File: src/pei_defs.svh
// Purpose: offsets, field positions and timing counts of the phy event interrupt logic
// Assumes: register index space of the management interface, 16-bit registers
// Notes:   times in their own unit, cycle counts derived at 25 MHz
`ifndef PEI_DEFS_SVH
`define PEI_DEFS_SVH

`define PEI_REG_BASIC_STATUS  5'h01
`define PEI_REG_NEG_EXPANSION 5'h06
`define PEI_REG_EVENT_FLAGS   5'h1d
`define PEI_REG_ENABLE_BITS   5'h1e

`define PEI_BIT_ENERGY   3'h7
`define PEI_BIT_NEG_DONE 3'h6
`define PEI_BIT_RFAULT   3'h5
`define PEI_BIT_LINKDOWN 3'h4
`define PEI_BIT_ACK      3'h3
`define PEI_BIT_PDFAULT  3'h2
`define PEI_BIT_PAGE     3'h1

`define PEI_ENABLE_RESET 16'h0000

`define PEI_CLK_HZ          25000000
`define PEI_PULSE_MS        256
`define PEI_DELAY_MS        1000
`define PEI_MS_CYCLES       (`PEI_CLK_HZ / 1000)
`define PEI_PULSE_CYCLES    (`PEI_PULSE_MS * `PEI_MS_CYCLES)
`define PEI_DELAY_CYCLES    (`PEI_DELAY_MS * `PEI_MS_CYCLES)

`endif

File: src/pei_pkg.sv
// Purpose: shared types of the phy event interrupt logic
// Assumes: nothing beyond the defs header
// Notes:   one-hot states for the late energy pulse
package pei_pkg;
   typedef logic [7:1] pei_src_t;
   typedef enum logic [2:0] {
      PEI_LATE_IDLE  = 3'b001,
      PEI_LATE_WAIT  = 3'b010,
      PEI_LATE_PULSE = 3'b100
   } pei_late_t;
endpackage

File: src/pei_irq_logic.sv
// Purpose: event flags, enable mask and active-low interrupt of the phy
// Assumes: register file host supplies read strobes and 16-bit write data
// Notes:   sources are raw status bits, crossed into mclk before use
//
// Operation
// RQ1: active-low interrupt pin on enabled events
// RQ2: alternate select resets to zero
// RQ3: software sets alternate select after reset
// RQ4: both modes assert the same way
// RQ5: mask bits 7..1 pair with flags
// RQ6: rising edge sets, link down falling
// RQ7: default mode releases on deassert event
// RQ8: source fall or flag read clears
// RQ9: page and parallel fault extra clears
// RQ10: late 256 ms pulse after energy falls
// RQ11: energy service routine clears its mask
// RQ12: energy and its flag start high
// RQ13: alternate mode mask clear releases output
// RQ14: write one checks deassert condition
// RQ15: condition is source low, link high
// RQ16: output low while enabled flag set
`timescale 1ns/100ps
`default_nettype none
`include "pei_defs.svh"
module pei_irq_logic #(
   parameter int unsigned PULSE_CYCLES = `PEI_PULSE_CYCLES,
   parameter int unsigned DELAY_CYCLES = `PEI_DELAY_CYCLES
) (
   input  wire logic              mclk,
   input  wire logic              rst,
   input  wire pei_pkg::pei_src_t src_async,
   input  wire logic              neg_restart,
   input  wire logic              alt_release_mode_sel,
   input  wire logic              reg_rd,
   input  wire logic              reg_wr,
   input  wire logic [4:0]        reg_addr,
   input  wire logic [15:0]       reg_wdata,
   output logic [15:0]            reg_rdata,
   output logic                   irq_out_low
);
   import pei_pkg::*;

   pei_src_t  lvl;
   pei_src_t  rise;
   pei_src_t  fall;
   pei_src_t  flags;
   pei_src_t  enables;
   pei_src_t  next_flags;
   pei_src_t  set_ev;
   pei_src_t  clr_ev;
   pei_src_t  deassert_ok;
   pei_late_t late_st;
   logic [31:0] late_cnt;
   logic        late_armed;
   logic        late_pulse;
   logic        link_down_ev;

   pei_edge_sync u_sync (
      .mclk      (mclk),
      .rst       (rst),
      .src_async (src_async),
      .src_level (lvl),
      .src_rise  (rise),
      .src_fall  (fall)
   );

   function automatic logic is_read(input logic [4:0] a, input logic [4:0] which);
      is_read = reg_rd && (a == which);
   endfunction

   assign link_down_ev = fall[`PEI_BIT_LINKDOWN];

   always_comb begin
      set_ev = rise;                                        // [RQ6]
      set_ev[`PEI_BIT_LINKDOWN] = fall[`PEI_BIT_LINKDOWN];  // [RQ6]
      deassert_ok = ~lvl;                                   // [RQ15]
      deassert_ok[`PEI_BIT_LINKDOWN] = lvl[`PEI_BIT_LINKDOWN]; // [RQ15]
      clr_ev = 7'h00;
      if (!alt_release_mode_sel) begin                      // [RQ2]
         clr_ev = fall;                                     // [RQ8]
         clr_ev[`PEI_BIT_LINKDOWN] = 1'b0;                  // [RQ8]
         if (is_read(reg_addr, `PEI_REG_EVENT_FLAGS))
            clr_ev = 7'h7f;                                 // [RQ8] [RQ7]
         if (is_read(reg_addr, `PEI_REG_BASIC_STATUS)) begin
            clr_ev[`PEI_BIT_RFAULT]   = 1'b1;               // [RQ8]
            clr_ev[`PEI_BIT_LINKDOWN] = 1'b1;               // [RQ8]
         end
         if (is_read(reg_addr, `PEI_REG_NEG_EXPANSION) || neg_restart || link_down_ev) begin
            clr_ev[`PEI_BIT_PDFAULT] = 1'b1;                // [RQ9]
            clr_ev[`PEI_BIT_PAGE]    = 1'b1;                // [RQ9]
         end
      end else if (reg_wr && reg_addr == `PEI_REG_EVENT_FLAGS) begin
         clr_ev = reg_wdata[7:1] & deassert_ok;             // [RQ14]
      end
      next_flags = (flags & ~clr_ev) | set_ev;              // set wins over clear
   end

   // energy flag starts high since energy detect reads high at acquisition start
   always_ff @(posedge mclk or posedge rst) begin
      if (rst)
         flags <= 7'h40;                                    // [RQ12]
      else
         flags <= next_flags;
   end

   always_ff @(posedge mclk or posedge rst) begin
      if (rst)
         enables <= 7'h00;
      else if (reg_wr && reg_addr == `PEI_REG_ENABLE_BITS)
         enables <= reg_wdata[7:1];                         // [RQ5]
   end

   // late energy pulse: release while energy still high arms it
   always_ff @(posedge mclk or posedge rst) begin
      if (rst) begin
         late_st    <= PEI_LATE_IDLE;
         late_cnt   <= 32'h0;
         late_armed <= 1'b0;
      end else begin
         if (flags[`PEI_BIT_ENERGY] && !next_flags[`PEI_BIT_ENERGY] && lvl[`PEI_BIT_ENERGY])
            late_armed <= enables[`PEI_BIT_ENERGY];
         case (late_st)
            PEI_LATE_IDLE: begin
               if (late_armed && fall[`PEI_BIT_ENERGY]) begin
                  late_st    <= PEI_LATE_WAIT;
                  late_cnt   <= 32'h0;
                  late_armed <= 1'b0;
               end
            end
            PEI_LATE_WAIT: begin
               if (late_cnt >= DELAY_CYCLES - 1) begin
                  late_st  <= PEI_LATE_PULSE;
                  late_cnt <= 32'h0;
               end else
                  late_cnt <= late_cnt + 32'h1;
            end
            PEI_LATE_PULSE: begin
               if (late_cnt >= PULSE_CYCLES - 1 || !enables[`PEI_BIT_ENERGY])
                  late_st <= PEI_LATE_IDLE;                 // [RQ10]
               else
                  late_cnt <= late_cnt + 32'h1;
            end
            default: late_st <= PEI_LATE_IDLE;
         endcase
      end
   end
   assign late_pulse = (late_st == PEI_LATE_PULSE);

   // registered output; alt mode releases one cycle after the mask clears
   always_ff @(posedge mclk or posedge rst) begin
      if (rst)
         irq_out_low <= 1'b1;
      else
         irq_out_low <= !(|(next_flags & enables) || late_pulse); // [RQ1] [RQ4] [RQ13] [RQ16]
   end

   always_ff @(posedge mclk or posedge rst) begin
      if (rst)
         reg_rdata <= 16'h0000;
      else if (reg_rd) begin
         case (reg_addr)
            `PEI_REG_EVENT_FLAGS: reg_rdata <= {8'h00, flags, 1'b0};
            `PEI_REG_ENABLE_BITS: reg_rdata <= {8'h00, enables, 1'b0};
            default:              reg_rdata <= 16'h0000;
         endcase
      end
   end

   // pin follows the flags in the same cycle but lags the mask by one cycle, so judge it only under a steady mask
   a_irq_tracks_flags: assert property (@(posedge mclk) disable iff (rst) // [RQ16]
      ((|(flags & enables)) && $stable(enables)) |-> !irq_out_low)
      else $error("interrupt not low with enabled flag");
   a_irq_released: assert property (@(posedge mclk) disable iff (rst) // [RQ7]
      (!(|(flags & enables)) && $stable(enables) && !$past(late_pulse)) |-> irq_out_low)
      else $error("interrupt low with no enabled flag");
   a_set_link_down: assert property (@(posedge mclk) disable iff (rst) // [RQ6]
      fall[`PEI_BIT_LINKDOWN] |=> flags[`PEI_BIT_LINKDOWN])
      else $error("link down flag not set");
   a_set_on_rise: assert property (@(posedge mclk) disable iff (rst) // [RQ6]
      rise[`PEI_BIT_ACK] |=> flags[`PEI_BIT_ACK])
      else $error("rising source did not set flag");
   a_read_clears: assert property (@(posedge mclk) disable iff (rst) // [RQ8]
      (!alt_release_mode_sel && reg_rd && reg_addr == `PEI_REG_EVENT_FLAGS && !(|set_ev))
      |=> flags == 7'h00)
      else $error("flag read did not clear");
   a_fall_clears: assert property (@(posedge mclk) disable iff (rst) // [RQ8]
      (!alt_release_mode_sel && fall[`PEI_BIT_NEG_DONE]) |=> !flags[`PEI_BIT_NEG_DONE])
      else $error("falling source did not clear flag");
   a_link_keeps: assert property (@(posedge mclk) disable iff (rst) // [RQ8]
      (!alt_release_mode_sel && flags[`PEI_BIT_LINKDOWN] && !reg_rd) |=> flags[`PEI_BIT_LINKDOWN])
      else $error("link down flag lost without read");
   a_alt_check_holds: assert property (@(posedge mclk) disable iff (rst) // [RQ14]
      (alt_release_mode_sel && flags[`PEI_BIT_RFAULT] && lvl[`PEI_BIT_RFAULT])
      |=> flags[`PEI_BIT_RFAULT])
      else $error("flag cleared while source high");
   a_alt_check_clears: assert property (@(posedge mclk) disable iff (rst) // [RQ14]
      (alt_release_mode_sel && reg_wr && reg_addr == `PEI_REG_EVENT_FLAGS
       && reg_wdata[`PEI_BIT_RFAULT] && !lvl[`PEI_BIT_RFAULT]) |=> !flags[`PEI_BIT_RFAULT])
      else $error("check write did not clear flag");
   a_alt_mask_release: assert property (@(posedge mclk) disable iff (rst) // [RQ13]
      (alt_release_mode_sel && enables == 7'h00 && !late_pulse) |=> irq_out_low)
      else $error("masked output still low");
   a_neg_restart_clr: assert property (@(posedge mclk) disable iff (rst) // [RQ9]
      (!alt_release_mode_sel && neg_restart && !rise[`PEI_BIT_PAGE] && !rise[`PEI_BIT_PDFAULT])
      |=> (!flags[`PEI_BIT_PAGE] && !flags[`PEI_BIT_PDFAULT]))
      else $error("page or fault flag kept after restart");
   a_link_down_clr: assert property (@(posedge mclk) disable iff (rst) // [RQ9]
      (!alt_release_mode_sel && link_down_ev && !rise[`PEI_BIT_PAGE] && !rise[`PEI_BIT_PDFAULT])
      |=> (!flags[`PEI_BIT_PAGE] && !flags[`PEI_BIT_PDFAULT]))
      else $error("page or fault flag kept after link down");
   a_alt_no_fall_clr: assert property (@(posedge mclk) disable iff (rst) // [RQ15]
      (alt_release_mode_sel && !reg_wr && flags[`PEI_BIT_ACK]) |=> flags[`PEI_BIT_ACK])
      else $error("alt flag cleared without write");
   a_late_pulse_low: assert property (@(posedge mclk) disable iff (rst) // [RQ10]
      late_pulse |=> !irq_out_low)
      else $error("late pulse not on output");
   a_rdata_pad: assert property (@(posedge mclk) disable iff (rst) // [RQ5]
      $past(reg_rd) |-> (reg_rdata[15:8] == 8'h00 && !reg_rdata[0]))
      else $error("unused read bits not zero");
   c_alt_write: cover property (@(posedge mclk) alt_release_mode_sel && reg_wr);
   c_late: cover property (@(posedge mclk) late_pulse);
   c_irq: cover property (@(posedge mclk) !irq_out_low);
   c_flag_read: cover property (@(posedge mclk) reg_rd && reg_addr == `PEI_REG_EVENT_FLAGS);
   c_late_armed: cover property (@(posedge mclk) late_armed);
endmodule
`default_nettype wire

File: src/pei_edge_sync.sv
// Purpose: two-flop synchroniser and edge detect for the seven sources
// Assumes: sources are asynchronous to mclk
// Notes:   first stage read only by the second stage
`timescale 1ns/100ps
`default_nettype none
module pei_edge_sync (
   input  wire logic              mclk,
   input  wire logic              rst,
   input  wire pei_pkg::pei_src_t src_async,
   output pei_pkg::pei_src_t      src_level,
   output pei_pkg::pei_src_t      src_rise,
   output pei_pkg::pei_src_t      src_fall
);
   import pei_pkg::*;
   pei_src_t meta;
   pei_src_t sync;
   pei_src_t last;

   always_ff @(posedge mclk or posedge rst) begin
      if (rst) begin
         meta <= 7'h00;
         sync <= 7'h00;
         last <= 7'h00;
      end else begin
         meta <= src_async;
         sync <= meta;
         last <= sync;
      end
   end

   assign src_level = sync;
   assign src_rise  = sync & ~last;
   assign src_fall  = ~sync & last;
endmodule
`default_nettype wire

File: config.mk
export PLATFORM = sky130hd
export DESIGN_NAME = pei_irq_logic
export DESIGN_NICKNAME = d
export VERILOG_FILES = /design/src/pei_pkg.sv /design/src/pei_irq_logic.sv /design/src/pei_edge_sync.sv
export VERILOG_INCLUDE_DIRS = /design/src /design/src/src
export SDC_FILE = /design/constraint.sdc
export NUM_CORES = 1
export LEC_CHECK = 0
export BUFFER_PORTS_ARGS = -buffer_cell sky130_fd_sc_hd__clkbuf_2
export CAP_MARGIN = 25
export CELL_PAD_IN_SITES_DETAIL_PLACEMENT = 0
export CELL_PAD_IN_SITES_GLOBAL_PLACEMENT = 1
export CORE_ASPECT_RATIO = 0.9
export CORE_MARGIN = 2
export CORE_UTILIZATION = 49
export CTS_CLUSTER_DIAMETER = 100
export DETAILED_ROUTE_END_ITERATION = 8
export PLACE_DENSITY_LB_ADDON = 0.25
export SYNTH_ARGS = -nofsm -noshare
export SYNTH_HDL_FRONTEND = slang
export SYNTH_SLANG_ARGS = --single-unit
File: constraint.sdc
create_clock -name mclk -period 7.54 [get_ports mclk]
set_input_delay 1.508 -clock mclk [delete_from_list [all_inputs] [get_ports mclk]]
set_output_delay 1.508 -clock mclk [all_outputs]
set_load 0.1 [all_outputs]
# Yosys cells after proc, flatten, opt, wreduce, memory -nomap -nowiden
# Index checks and enable logic that the tools add are counted.
# classes
eq_ne	11
n_lt_le_gt_ge	2
bitwise	9
n_addsub	1
n_reduce_logical	19
muxes	17
# ops
operator	n
$mux W32	3
$pmux W32 S3	1
$and A7 B7 Y7	5
$add A32 B1 Y32 const B	1
$ge A32 B23 Y1 const B	1
$ge A32 B25 Y1 const B	1
$mux W7	3
$not A7 Y7	3
$pmux W8 S2	1
$eq A5 B5 Y1 const B	2
$mux W3	3
$pmux W3 S3	1
$logic_and A1 B1 Y1	8
$or A7 B7 Y7	1
$reduce_or A7 Y1	1
$ne A2 B2 Y1 const B	3
$reduce_and A3 Y1	2
$eq A5 B1 Y1 const B	1
$eq A5 B3 Y1 const B	1
$logic_or A1 B1 Y1	4
$mux W2	2
$eq A3 B1 Y1 const B	1
$eq A3 B2 Y1 const B	1
$eq A3 B3 Y1 const B	1
other kinds (4)	8
# word_totals
ff_bits	88
inputBits	34
out_inout_bits	17

# Longest topological paths before layout
# depth
word_depth	15
depth_mapped	9
ltp_nobuf	8

# Modules after synthesis
# A second synthesis with hierarchy kept.
# hier_totals
hier_cells	420
hier_area_um2	4003.8
# modules_own_cells
mod	cells_each	area_each_um2	instances	seq_area_each_um2
pei_irq_logic	384	3352.0	1	1455.1
pei_edge_sync	36	651.9	1	525.5

# Worst setup path before layout
# Ideal clock, no wire load.
# synth_path
kind	input to register
startpoint	input port reg_addr[4]
endpoint	register irq_out_low
setup_ps	82
slack_ps	4653
t_arrival_ps	2805
cell_stages	6
cell_sequence	nor4b_1 -> o211ai_1 -> o2111ai_1 -> or3b_2 -> a32o_1 -> nor3_1
# synth_via
elab_chain_cells	13
word_cells_on_any_way	21
classes_between	eq/ne: 3; mux: 5; bitwise: 4; reduce/logical: 9
# synth_lines
element	line	text
start, declared	pei_irq_logic.sv:36	input wire logic [4:0] reg_addr,
$eq A5 B3 Y1	pei_irq_logic.sv:68	is_read = reg_rd && (a == which);
$logic_and A1 B1 Y1	pei_irq_logic.sv:68	
$logic_or A1 B1 Y1 (2 in series)	pei_irq_logic.sv:88	if (is_read(reg_addr, `PEI_REG_NEG_EXPANSION) || neg_restart || link_down_ev) begin
$mux W2	pei_irq_logic.sv:88	
$mux W7 (*)	pei_irq_logic.sv:79	if (!alt_release_mode_sel) begin
$not A7 Y7 (*)	pei_irq_logic.sv:95	next_flags = (flags & ~clr_ev) | set_ev;
$and A7 B7 Y7 (*)	pei_irq_logic.sv:95	
$or A7 B7 Y7 (*)	pei_irq_logic.sv:95	
net next_flags[1]	pei_irq_logic.sv:48	pei_src_t next_flags;
$and A7 B7 Y7 (*)	pei_irq_logic.sv:154	irq_out_low <= !(|(next_flags & enables) || late_pulse);
$reduce_or A7 Y1 (*)	pei_irq_logic.sv:154	
$logic_or A1 B1 Y1 (*)	pei_irq_logic.sv:154	
$logic_not A1 Y1 (*)	pei_irq_logic.sv:154	
end signal, assigned	pei_irq_logic.sv:154	
end, declared	pei_irq_logic.sv:39	output logic irq_out_low
# Mark *: on every way through the listed nets, which the timed path passes. The rest lies on a longest branch.
# A chain may end at the register's enable or synchronous reset.

# Final worst setup path
# layout_path
startpoint	input port reg_addr[0]
endpoint	register irq_out_low
# Same word-level chain as after synthesis.

==> flow_metrics.env <==
export IMPL_ant_nets=0
export IMPL_fin_setup_tns_ps=0
export IMPL_antenna_cells=0
export IMPL_cp_required_ps=7800
export IMPL_grt_pass1_wl_um=14000
export IMPL_synthAdderAreaFrac_pct=0.314
export IMPL_core_area_mm2=0.00795
export IMPL_drive_above_1_share_pct=19.1
export IMPL_synth_flop_cell="dfrtp_1"
export IMPL_post_cts_resized=0
export IMPL_synth_area_mm2=0.00398
export IMPL_drc=0
export IMPL_grt_pass1_vias=2776
export IMPL_switching_power_mw=0.323
export IMPL_path_class="input pin to flop"
export IMPL_synth_top_cells_by_area="dfrtp_1 48%, a2bb2oi_1 3.7%, nand2_1 3.6%"
export IMPL_end_kind="flop"
export IMPL_p_total_mw=1.02
export IMPL_yosys_area_share_simple_pct=20.8
export IMPL_synth_area_leader_cell="dfrtp_1"
export IMPL_synth_cell_type_count=69
export IMPL_vdd_ir_drop_max_uv=159
export IMPL_ys_seq_elements=79
export IMPL_start_kind="input pin"
export IMPL_yosysSeqAreaShare_pct=49.7
export IMPL_fin_nets=448
export IMPL_finalHoldViolations=0
export IMPL_intPower_mw=0.697
export IMPL_worstMarginPinSlew_ps=572
export IMPL_status="finished, final reports clean"
export IMPL_hp_class="flop to flop"
export IMPL_synthXorXnorAreaFrac_pct=0
export IMPL_synth_common_cells="76 x dfrtp_1, 38 x nand2_1, 30 x nor2_1, 17 x a2bb2oi_1, 16 x o31ai_1"
export IMPL_cts_sinks=79
export IMPL_pin_count=51
export IMPL_hp_start="u_sync.meta[0]"
export IMPL_track_usage_pct=20.1
export IMPL_power_leakage_nw=1.80
export IMPL_post_cts_setup_buffers=0
export IMPL_antenna_found_initial=0
export IMPL_avgViaCountPerCell=5.96
export IMPL_synth_most_common_cell="dfrtp_1"
export IMPL_cts_tree="yes"
export IMPL_critPathCapture="irq_out_low"
export IMPL_cts_buffer_depth=2
export IMPL_clockRootBuffer="clkbuf_8"
export IMPL_crit_path_start="reg_addr[0]"
export IMPL_portBuffers=32
export IMPL_p_seq_share_pct=46.9
export IMPL_row_count=31
export IMPL_synth_top_family_by_area="compound AO/OA/AOI/OAI gates"
export IMPL_cts_made_buffers=9
export IMPL_finClkSkew_ps=14.7
export IMPL_yosys_mux_area_fraction_pct=2.26
export IMPL_holdBufCountCts=0
export IMPL_combPwrFrac_pct=18.7
export IMPL_synth_edf_count=0
export IMPL_die_w_um=99.0
export IMPL_reg2reg_depth=8
export IMPL_gp_congestion=0.817
export IMPL_max_freq_mhz=344
export IMPL_syn_to_final_growth_pct=10.7
export IMPL_cp_arrival_ps=3170
export IMPL_synth_top_area_share_pct=47.7
export IMPL_synth_compound_area_share_pct=22.0
export IMPL_finalCritPeriodShare_pct=38.5
export IMPL_drt_iter0_markers=178
export IMPL_gr_total_overflow=0
export IMPL_htreeDepth=3
export IMPL_start_util_pct=50.1
export IMPL_r2r_end="late_cnt[14]"
export IMPL_async_flop_share_pct=100
export IMPL_avgSynthCellArea_um2=10.4
export IMPL_finalMaxSlewViolations=0
export IMPL_final_cells=517
export IMPL_switching_share_pct=31.6
export IMPL_rr_startpoint="late_cnt[0]"
export IMPL_num_vias=3079
export IMPL_finalWorstPathRequiredPeriod_ps=2910
export IMPL_die_area_mm2=0.00887
export IMPL_dp_hpwl_um=5760
export IMPL_postSynthCellCount=383
export IMPL_cellPowerDensity_mw_per_mm2=231
export IMPL_crit_fanout=7
export IMPL_p_clk_share_pct=34.4
export IMPL_firstDrtPassIters=4
export IMPL_setup_viol=0
export IMPL_fill_cells=682
export IMPL_wl_per_cell_um=16.5
export IMPL_clk_pin_slew_ps=90
export IMPL_fin_util_pct=55.5
export IMPL_r2r_slack_ps=5030
export IMPL_grt_max_degree=80
export IMPL_rsz0062_at_grt="no"
export IMPL_timing_slew_headroom_pct=61.7
export IMPL_drv_cap=0
export IMPL_place_inst=500
export IMPL_ys_warnings_count=0
export IMPL_die_h_um=89.5
export IMPL_finalWirelength_um=8550
export IMPL_clock_latency_ps=350
power groups by stage:
stage               clock (mW)  combinational (mW)  sequential (mW)
floorplan                    0               0.137            0.514
global placement             0               0.188            0.485
detailed placement           0               0.190            0.486
CTS                      0.360               0.191            0.478
global route             0.380               0.207            0.482
finish                   0.351               0.191            0.478
state kept, by name (all words and copies together), names as in the netlist:
name              flops
late_cnt             32
enables               7
flags                 7
reg_rdata             7
u_sync.last           7
u_sync.meta           7
u_sync.src_level      7
late_st               3
irq_out_low           1
late_armed            1
area by class of cell:
type / count / area (um2) / area share [%]
clock inverter: 6 / 92.6 / 2.10
multi-input combinational: 281 / 1840 / 41.7
tap: 99 / 124 / 2.81
timing repair buffer: 36 / 218 / 4.93
sequential: 79 / 1980 / 44.9
inverter: 6 / 28.8 / 0.652
clock buffer: 10 / 128 / 2.89
cells by family (layout without fill, tap and decap cells):
family          after synthesis  after routing
mux                           8              8
other cells                   1              9
flops                        79             79
buf+inv                      31             58
simple gates                152            152
fa+ha+maj                     1              1
compound gates              111            111
layer usage:
| metal | up-vias | GRT usage [%] | wire [um] |
|---|---|---|---|
| met1 | 1499 | 31.2 | 4450 |
| li1 | 1504 | - | - |
| met5 | - | 0 | 0 |
| met4 | 0 | 4.73 | 51 |
| met2 | 72 | 28.0 | 3620 |
| met3 | 4 | 5.24 | 421 |
worst max-delay path: stages:
cell and delay [ps]:
clkbuf_2 140, nor4b_1 300, o211ai_1 180, o2111ai_1 160, or3b_2 500, a32o_1 220, nor3_1 160
cell usage in the layout, fill, tap and decap left out, types with 9 or more instances in the layout:
cell type,n
a21oi_1,15
o21ai_0,10
o31ai_1,16
nand3_1,14
dfrtp_1,76
nand2b_1,9
nand2_1,38
a2bb2oi_1,17
clkbuf_2,32
nor2_1,30
clkbuf_8,9
conb_1,9
stage by stage:
step	hold slack (ps)	cell area (um2)	setup WS, ps
2_1_floorplan	331	4010	4010
3_3_place_gp	332	4150	4290
3_5_place_dp	335	4160	4280
4_1_cts	355	4380	4650
5_1_grt	361	4410	4530
6_report	354	4410	4630
worst min path at each step:
stage,cells past startpoint,to
2_1_floorplan,0,u_sync.src_level[0]
3_3_place_gp,0,u_sync.src_level[0]
3_5_place_dp,0,u_sync.src_level[0]
4_1_cts,0,u_sync.src_level[0]
5_1_grt,0,u_sync.src_level[4]
6_report,0,u_sync.src_level[0]
(Power assumes the default switching activity.)
